`config.mk`:
```
export PLATFORM = sky130hd
export DESIGN_NAME = hbp_host_pins
export DESIGN_NICKNAME = d
export VERILOG_FILES = /design/src/hdl/hbp_pkg.sv /design/src/hdl/hbp_host_pins.sv
export VERILOG_INCLUDE_DIRS = /design/src /design/src/hdl
export SDC_FILE = /design/constraint.sdc
export NUM_CORES = 1
export LEC_CHECK = 0
export BUFFER_PORTS_ARGS = -buffer_cell sky130_fd_sc_hd__clkbuf_2
export CAP_MARGIN = 10
export CORE_MARGIN = 4
export CORE_UTILIZATION = 35
export DETAILED_ROUTE_END_ITERATION = 10
export PLACE_DENSITY = 0.71
export SLEW_MARGIN = 40
export SYNTH_ARGS = -nofsm -noshare
export SYNTH_HDL_FRONTEND = slang
export SYNTH_SLANG_ARGS = --single-unit
```
`constraint.sdc`:
```
create_clock -name CLOCK_I -period 2.5 [get_ports CLOCK_I]
set_clock_uncertainty 0.1 [all_clocks]
set_input_delay 0.25 -clock CLOCK_I [delete_from_list [all_inputs] [get_ports CLOCK_I]]
set_output_delay 0.25 -clock CLOCK_I [all_outputs]
set_load 0.1 [all_outputs]
```
`src/hdl/hbp_map.svh`:
```
// constants for the host bus pin front end
`ifndef HBP_MAP_SVH
`define HBP_MAP_SVH
`define HBP_RESET_TIME_MS 10
`define HBP_CLOCK_MHZ 125
`define HBP_RESET_CYCLES (`HBP_RESET_TIME_MS * 1000 * `HBP_CLOCK_MHZ)
`define HBP_ADDR_W 15
`define HBP_DEC_LSB 3
`define HBP_BASE_RST 8'h00
`endif

```
`src/hdl/hbp_pkg.sv`:
```
// types for the host bus pin front end
package hbp_pkg;
  typedef enum logic [1:0] {
    HBP_W8,
    HBP_W16,
    HBP_W32
  } hbp_width_t;
  typedef enum logic [1:0] {
    HBP_SYNC,
    HBP_ASYNC
  } hbp_mode_t;
  typedef struct packed {
    logic [14:0] addr;
    logic qual_n;
  } hbp_addr_t;
  typedef struct packed {
    logic wr;
    logic rd;
  } hbp_acc_t;
endpackage

```
`src/hdl/hbp_host_pins.sv`:
```
// host bus pin front end: straps, strobes, latch, select and power-down
`timescale 1ns/10ps
`include "hbp_map.svh"
// Contract
// without config memory, width strap low gives 8-bit, high 16-bit; 32-bit ignores it
// host drives sync direction high for write, low for read; device decodes it
// address decode happens only while the address qualifier is low
// async write data accepted only while the write strobe is low
// address bits 15..1 and qualifier captured on latch strobe rising edge
// chip powered down while power-down input low, normal while high
// host holds hardware reset low at least 10 ms after stable supply
// local select asserted when qualifier low and address 15..4 match base high byte
// async read data driven only while the read strobe is low
// bus-mode strap low selects synchronous mode, high selects asynchronous or burst
// straps sampled during reset and held until the next reset; here they are caught on the first clock after reset release
module hbp_host_pins #(
  parameter int WIDE32 = 0
) (
  // clock and reset
  input wire logic CLOCK_I,
  input wire logic RST_N_I,
  // straps
  input wire logic CFG_MEM_ENABLE_STRAP_I,
  input wire logic CFG_MEM_DATA_IN_WIDTH_STRAP_I,
  input wire logic BUS_MODE_STRAP_I,
  // host bus pins
  input wire logic [14:0] ADDR_I,
  input wire logic ADDR_QUALIFIER_N_I,
  input wire logic ADDR_LATCH_STROBE_N_I,
  input wire logic ASYNC_WRITE_STROBE_N_I,
  input wire logic ASYNC_READ_STROBE_N_I,
  input wire logic SYNC_WRITE_READ_DIR_I,
  input wire logic SYNC_CYCLE_I,
  input wire logic LATCH_ENABLE_I,
  input wire logic CHIP_POWERDOWN_N_I,
  // configuration
  input wire logic [7:0] BASE_HIGH_I,
  // status
  output logic [1:0] BUS_WIDTH_O,
  output logic BUS_MODE_O,
  output logic LOCAL_SELECT_N_O,
  output logic WRITE_ACCEPT_O,
  output logic READ_DRIVE_O,
  output logic POWERED_DOWN_O,
  output logic [14:0] LATCHED_ADDR_O,
  output logic LATCHED_QUAL_N_O
);
  // ---------------------------------------------
  // strap capture
  // ---------------------------------------------
  // straps sit in flops that load once, on the first clock after reset release; async reset loads constants only
  logic [1:0] width_r, width_nxt;
  logic mode_r, mode_nxt;
  logic in_rst_r;
  always_comb begin
    width_nxt = width_r;
    mode_nxt = mode_r;
    if (in_rst_r) begin
      if (WIDE32 != 0) begin
        width_nxt = 2'(hbp_pkg::HBP_W32);
      end else if (!CFG_MEM_ENABLE_STRAP_I) begin
        width_nxt = CFG_MEM_DATA_IN_WIDTH_STRAP_I ? 2'(hbp_pkg::HBP_W16)
                                                  : 2'(hbp_pkg::HBP_W8);
      end
      mode_nxt = BUS_MODE_STRAP_I;
    end
  end
  // in_rst_r stays high for the first cycle after release, catching the straps then
  always_ff @(posedge CLOCK_I or negedge RST_N_I) begin
    if (!RST_N_I) begin
      in_rst_r <= 1'b1;
      width_r <= 2'(hbp_pkg::HBP_W8);
      mode_r <= 1'b0;
    end else begin
      in_rst_r <= 1'b0;
      width_r <= width_nxt;
      mode_r <= mode_nxt;
    end
  end
  // ---------------------------------------------
  // address latch
  // ---------------------------------------------
  // strobe idles high and ads_d_r resets high, so release never looks like a latch edge
  hbp_pkg::hbp_addr_t lat_r, lat_nxt;
  logic ads_d_r, ads_d_nxt;
  always_comb begin
    lat_nxt = lat_r;
    ads_d_nxt = ADDR_LATCH_STROBE_N_I;
    if (!ads_d_r && ADDR_LATCH_STROBE_N_I) begin
      lat_nxt.addr = ADDR_I;
      lat_nxt.qual_n = ADDR_QUALIFIER_N_I;
    end
  end
  always_ff @(posedge CLOCK_I or negedge RST_N_I) begin
    if (!RST_N_I) begin
      lat_r <= hbp_pkg::hbp_addr_t'{addr: 15'h0000, qual_n: 1'b1};
      ads_d_r <= 1'b1;
    end else begin
      lat_r <= lat_nxt;
      ads_d_r <= ads_d_nxt;
    end
  end
  // ---------------------------------------------
  // select decode
  // ---------------------------------------------
  // flop on the select output adds one cycle to the pin decode; the host must allow for it
  // low nibble of the compare is zero, so the base sits on a 256-byte boundary
  hbp_pkg::hbp_addr_t cur;
  logic sel_n_r, sel_n_nxt;
  always_comb begin
    cur.addr = LATCH_ENABLE_I ? lat_r.addr : ADDR_I;
    cur.qual_n = LATCH_ENABLE_I ? lat_r.qual_n : ADDR_QUALIFIER_N_I;
    sel_n_nxt = !(!cur.qual_n && cur.addr[14:`HBP_DEC_LSB] == {BASE_HIGH_I, 4'h0});
  end
  always_ff @(posedge CLOCK_I or negedge RST_N_I) begin
    if (!RST_N_I) begin
      sel_n_r <= 1'b1;
    end else begin
      sel_n_r <= sel_n_nxt;
    end
  end
  // ---------------------------------------------
  // access decode
  // ---------------------------------------------
  // strobes are read as levels; a strobe held across cycles keeps the access standing
  hbp_pkg::hbp_acc_t acc_r, acc_nxt;
  always_comb begin
    acc_nxt.wr = 1'b0;
    acc_nxt.rd = 1'b0;
    if (!sel_n_nxt && CHIP_POWERDOWN_N_I) begin
      if (mode_r == 1'b0 && SYNC_CYCLE_I) begin
        acc_nxt.wr = SYNC_WRITE_READ_DIR_I;
        acc_nxt.rd = !SYNC_WRITE_READ_DIR_I;
      end else if (mode_r) begin
        acc_nxt.wr = !ASYNC_WRITE_STROBE_N_I;
        acc_nxt.rd = !ASYNC_READ_STROBE_N_I;
      end
    end
  end
  always_ff @(posedge CLOCK_I or negedge RST_N_I) begin
    if (!RST_N_I) begin
      acc_r <= hbp_pkg::hbp_acc_t'{wr: 1'b0, rd: 1'b0};
    end else begin
      acc_r <= acc_nxt;
    end
  end
  // ---------------------------------------------
  // power-down
  // ---------------------------------------------
  // only flagged here; stopping clocks is left to the logic around this block
  logic pd_r, pd_nxt;
  always_comb begin
    pd_nxt = !CHIP_POWERDOWN_N_I;
  end
  always_ff @(posedge CLOCK_I or negedge RST_N_I) begin
    if (!RST_N_I) begin
      pd_r <= 1'b0;
    end else begin
      pd_r <= pd_nxt;
    end
  end
  // ---------------------------------------------
  // outputs
  // ---------------------------------------------
  assign BUS_WIDTH_O = width_r;
  assign BUS_MODE_O = mode_r;
  assign LOCAL_SELECT_N_O = sel_n_r;
  assign WRITE_ACCEPT_O = acc_r.wr;
  assign READ_DRIVE_O = acc_r.rd;
  assign POWERED_DOWN_O = pd_r;
  assign LATCHED_ADDR_O = lat_r.addr;
  assign LATCHED_QUAL_N_O = lat_r.qual_n;
  // ---------------------------------------------
  // checks
  // ---------------------------------------------
  strap_hold_a: assert property (@(posedge CLOCK_I) disable iff (!RST_N_I)
    !in_rst_r && !$past(in_rst_r) |-> $stable(width_r) && $stable(mode_r))
    else $error("straps changed outside reset");
  width_pick_a: assert property (@(posedge CLOCK_I) disable iff (!RST_N_I)
    in_rst_r && WIDE32 == 0 && !CFG_MEM_ENABLE_STRAP_I |=>
    width_r == (CFG_MEM_DATA_IN_WIDTH_STRAP_I ? 2'd1 : 2'd0))
    else $error("bus width strap wrong");
  qual_gate_a: assert property (@(posedge CLOCK_I) disable iff (!RST_N_I)
    !LATCH_ENABLE_I && ADDR_QUALIFIER_N_I |=> LOCAL_SELECT_N_O)
    else $error("select without qualifier");
  select_match_a: assert property (@(posedge CLOCK_I) disable iff (!RST_N_I)
    !LATCH_ENABLE_I && !ADDR_QUALIFIER_N_I && ADDR_I[14:3] == {BASE_HIGH_I, 4'h0}
    |=> !LOCAL_SELECT_N_O)
    else $error("select missed a match");
  write_gate_a: assert property (@(posedge CLOCK_I) disable iff (!RST_N_I)
    mode_r && ASYNC_WRITE_STROBE_N_I |=> !WRITE_ACCEPT_O)
    else $error("write taken without strobe");
  read_gate_a: assert property (@(posedge CLOCK_I) disable iff (!RST_N_I)
    mode_r && ASYNC_READ_STROBE_N_I |=> !READ_DRIVE_O)
    else $error("read driven without strobe");
  sync_dir_a: assert property (@(posedge CLOCK_I) disable iff (!RST_N_I)
    WRITE_ACCEPT_O && !mode_r |-> $past(SYNC_WRITE_READ_DIR_I))
    else $error("sync write with read direction");
  latch_edge_a: assert property (@(posedge CLOCK_I) disable iff (!RST_N_I)
    !ads_d_r && ADDR_LATCH_STROBE_N_I |=> LATCHED_ADDR_O == $past(ADDR_I))
    else $error("address not latched on strobe rise");
  power_down_a: assert property (@(posedge CLOCK_I) disable iff (!RST_N_I)
    !CHIP_POWERDOWN_N_I |=> POWERED_DOWN_O && !WRITE_ACCEPT_O)
    else $error("power-down not honoured");
  mode_pick_a: assert property (@(posedge CLOCK_I) disable iff (!RST_N_I)
    in_rst_r |=> mode_r == $past(BUS_MODE_STRAP_I))
    else $error("bus mode strap wrong");
  width_keep_a: assert property (@(posedge CLOCK_I) disable iff (!RST_N_I)
    in_rst_r && WIDE32 == 0 && CFG_MEM_ENABLE_STRAP_I |=> width_r == 2'd0)
    else $error("width changed with config memory fitted");
  latch_sel_a: assert property (@(posedge CLOCK_I) disable iff (!RST_N_I)
    LATCH_ENABLE_I && LATCHED_QUAL_N_O |=> LOCAL_SELECT_N_O)
    else $error("select without latched qualifier");
  latch_qual_a: assert property (@(posedge CLOCK_I) disable iff (!RST_N_I)
    !ads_d_r && ADDR_LATCH_STROBE_N_I |=> LATCHED_QUAL_N_O == $past(ADDR_QUALIFIER_N_I))
    else $error("qualifier not latched on strobe rise");
  latch_hold_a: assert property (@(posedge CLOCK_I) disable iff (!RST_N_I)
    !(!ads_d_r && ADDR_LATCH_STROBE_N_I) |=> $stable(LATCHED_ADDR_O) && $stable(LATCHED_QUAL_N_O))
    else $error("latch moved without strobe rise");
  pd_read_a: assert property (@(posedge CLOCK_I) disable iff (!RST_N_I)
    !CHIP_POWERDOWN_N_I |=> !READ_DRIVE_O)
    else $error("read driven in power-down");
  pd_wake_a: assert property (@(posedge CLOCK_I) disable iff (!RST_N_I)
    CHIP_POWERDOWN_N_I |=> !POWERED_DOWN_O)
    else $error("power-down flag stuck");
  sync_read_a: assert property (@(posedge CLOCK_I) disable iff (!RST_N_I)
    READ_DRIVE_O && !mode_r |-> !$past(SYNC_WRITE_READ_DIR_I))
    else $error("sync read with write direction");
  sync_idle_a: assert property (@(posedge CLOCK_I) disable iff (!RST_N_I)
    !mode_r && !SYNC_CYCLE_I |=> !WRITE_ACCEPT_O && !READ_DRIVE_O)
    else $error("sync access outside a cycle");
  desel_quiet_a: assert property (@(posedge CLOCK_I) disable iff (!RST_N_I)
    LOCAL_SELECT_N_O |-> !WRITE_ACCEPT_O && !READ_DRIVE_O)
    else $error("access while not selected");
endmodule // hbp_host_pins

```
==> impl_metrics.csv <==
group,metric,value,unit
worst_setup_path,critical_path.max_fanout,3,
worst_setup_path,crit_path_max_incr_delay,0.53,ns
worst_setup_path,required,2.63,ns
logic_synthesis,syn_area,1110,um^2
timing,timing.final.crit_period,1.81,ns
route,vias_per_cell,4.69,
worst_setup_path,cp-start-kind,"register",
timing,slew_violations,0,
layout,nets,179,
route,vias,867,
floorplanning,die_area,4130,um^2
worst_setup_path,crit_chain,"or4b_1 -> nor3_2 -> o2111ai_1 -> or3_1",
worst_setup_path,cp_slowest_cell,"or4b_1",
logic_synthesis,synth_compound_area_share,1.24,%
grt,grt_pass1_vias,919,
layout,stdcell_area,1480,um^2
clock_network,cts_buffers,3,
route,wire_per_inst,13.6,um
placement,io_buffers,57,
clock_network,clk_path_buf_depth,2,
worst_setup_path,criticalPathCategory,"register to register",
timing,slew_headroom,47.3,%
floorplanning,pin_count,59,
clock_network,root_buffer,"clkbuf_4",
worst_setup_path,end_kind,"register",
timing,setup_viol,0,
layout,antenna_cells,0,
route,drtIter0Drc,31,
power,p_leak,0.000736,uW
grt,grt_max_degree,25,
placement,place_congestion,0.757,
timing,rsz0062_at_grt,"no",
power,powerDensity,771,nW/um^2
logic_synthesis,synthAdderAreaFrac,0,%
clock_network,htreeDepth,1,
worst_setup_path,arrival,1.95,ns
floorplanning,core_area,3030,um^2
clock_network,clk_latency,0.31,ns
logic_synthesis,synth_top_family_by_area,"multiplexers",
outcome,outcome,"finished clean",
clock_network,numClockSinks,24,
logic_synthesis,yosys_warnings,0,
grt,antenna_found_initial,0,
timing,setup_tns,0,ns
layout,drive_gt1_share,53.2,%
timing,max_freq,552,MHz
logic_synthesis,synth_cells,81,
grt,grt_pass1_wl,4050,um
worst_setup_path,critPathBufInv,0,
floorplanning,rows,20,
layout,syn_to_final_growth,33.4,%
route,wl,2510,um
logic_synthesis,synth.mux.area_fraction,26.4,%
logic_synthesis,ys_seq_elements,24,
logic_synthesis,synth_xor_area_share,6.33,%
power,peakVddDrop,0.000286,V
timing,hold_viol_final,0,
route,drc_errors,0,
floorplanning,fp.dieH,64.2,um
clock_network,cts_tree,"yes",
grt,grtUsageTotal,12.6,%
logic_synthesis,synthDistinctLibCells,25,
min_path,min_path_type,"input pin to register",
route,ant_nets,0,
worst_setup_path,cp_top_family,"simple AND/OR/NAND/NOR gates",
layout,largest_register_ffs,15,
logic_synthesis,yosysSeqAreaShare,54.7,%
timing,period_share,72.5,%
grt,grt-ovfl-total,0,
route,firstDrtPassIters,4,
clock_network,cts.reportedPaths.clkPinSlew,0.13,ns
floorplanning,start_util,36.6,%
logic_synthesis,synthSimpleGateAreaFrac,8.25,%
logic_synthesis,avgSynthCellArea,13.7,um^2
floorplanning,die_w,64.2,um
placement,hpwl,2040,um
placement,post_dp_cell_area,1430,um^2
timing,tightestPinTransition,0.790,ns
run,drv_cap,0,
metrics by stage:
stage / hold WS, ns / util (%) / cells / setup slack, ns / power, uW
after floorplan: -0.146 / - / 82 / 0.323 / 880
after global placement: 0.178 / 47.1 / 179 / 0.659 / 976
after detailed placement: 0.182 / 47.1 / 179 / 0.612 / 983
after CTS: 0.0368 / 48.8 / 185 / 0.692 / 1150
after global routing: 0.0386 / 48.8 / 185 / 0.644 / 1190
final: 0.0453 / 48.8 / 185 / 0.687 / 1140
cells in the mapped netlist (all sizes together):
| cell type | n | share of area, % |
|---|---|---|
| inv | 1 | 0.34 |
| mux2i | 9 | 8.1 |
| buf | 2 | 1.7 |
| or3 | 1 | 0.57 |
| nor3b | 1 | 0.68 |
| nand4 | 1 | 0.57 |
| nand2b | 1 | 0.57 |
| or4b | 1 | 0.90 |
| mux2 | 18 | 18 |
| clkbuf | 2 | 0.68 |
| nand2 | 2 | 0.68 |
| dfrtp | 20 | 45 |
| or4 | 1 | 0.68 |
| nor3 | 2 | 1.4 |
| conb | 1 | 0.34 |
| nor2b | 2 | 1.1 |
| nor4 | 2 | 1.1 |
| xor2 | 7 | 5.5 |
| o21ai | 1 | 0.45 |
| o2111ai | 1 | 0.79 |
| xnor2 | 1 | 0.79 |
| dfstp | 4 | 9.5 |
layout make-up:
| type | count | area (um^2) |
|---|---|---|
| tap | 44 | 55.1 |
| sequential | 24 | 606 |
| multi-input combinational | 53 | 475 |
| fill | 286 | 1550 |
| timing repair buffer | 60 | 315 |
| inverter | 1 | 3.75 |
| clock buffer | 3 | 22.5 |
placed cells by master (no fill, tap or decap), drive strengths merged, types with 2 or more instances in the layout:
cell and count:
nand2 2, mux2i 9, nor3 2, xor2 7
mux2 18, conb 2, dlygate4sd3 3, dfstp 4
nor2b 2, clkbuf 60, dfrtp 20, nor4 2
final timing paths:
check	startpoint	endpoint	slack [ns]	cells past startpoint
worst max-delay path	LATCHED_ADDR_O[3]	LOCAL_SELECT_N_O	0.69	4
worst min-delay path	ADDR_I[1]	LATCHED_ADDR_O[1]	0.05	2
worst max register to register	LATCHED_ADDR_O[3]	LOCAL_SELECT_N_O	0.69	4
worst min register to register	BUS_WIDTH_O[0]	BUS_WIDTH_O[0]	0.40	1
max in group asynchronous	RST_N_I	in_rst_r	1.56	2
min in group asynchronous	RST_N_I	LATCHED_ADDR_O[12]	0.35	2
where the power goes:
group	internal, uW	switching [uW]	total (uW)	leakage, uW
combinational	102	405	508	0.000441
sequential	436	32.1	468	0.000281
clock	56.2	108	164	0.0000138
total	594	545	1140	0.000736
per-layer routing:
metal,vias up,track usage (%),routed length [um]
li1,408,-,-
met1,416,13.6,955
met2,39,22.7,1300
met3,4,2.64,206
met4,0,7.12,48
met5,-,0,0
kinds of logic after synthesis:
group | after synthesis
other | 1
XOR/XNOR | 8
buffers and inverters | 5
flip-flops | 24
AND/OR/NAND/NOR | 14
multiplexers | 27
AO/OA/AOI/OAI | 2
what timing repair did:
item                                   CTS  global route
resized for setup                        0             0
hold buffers                             3             0
endpoints found under the hold margin   22             0
setup buffers                            0             0
(Power assumes the default switching activity.)
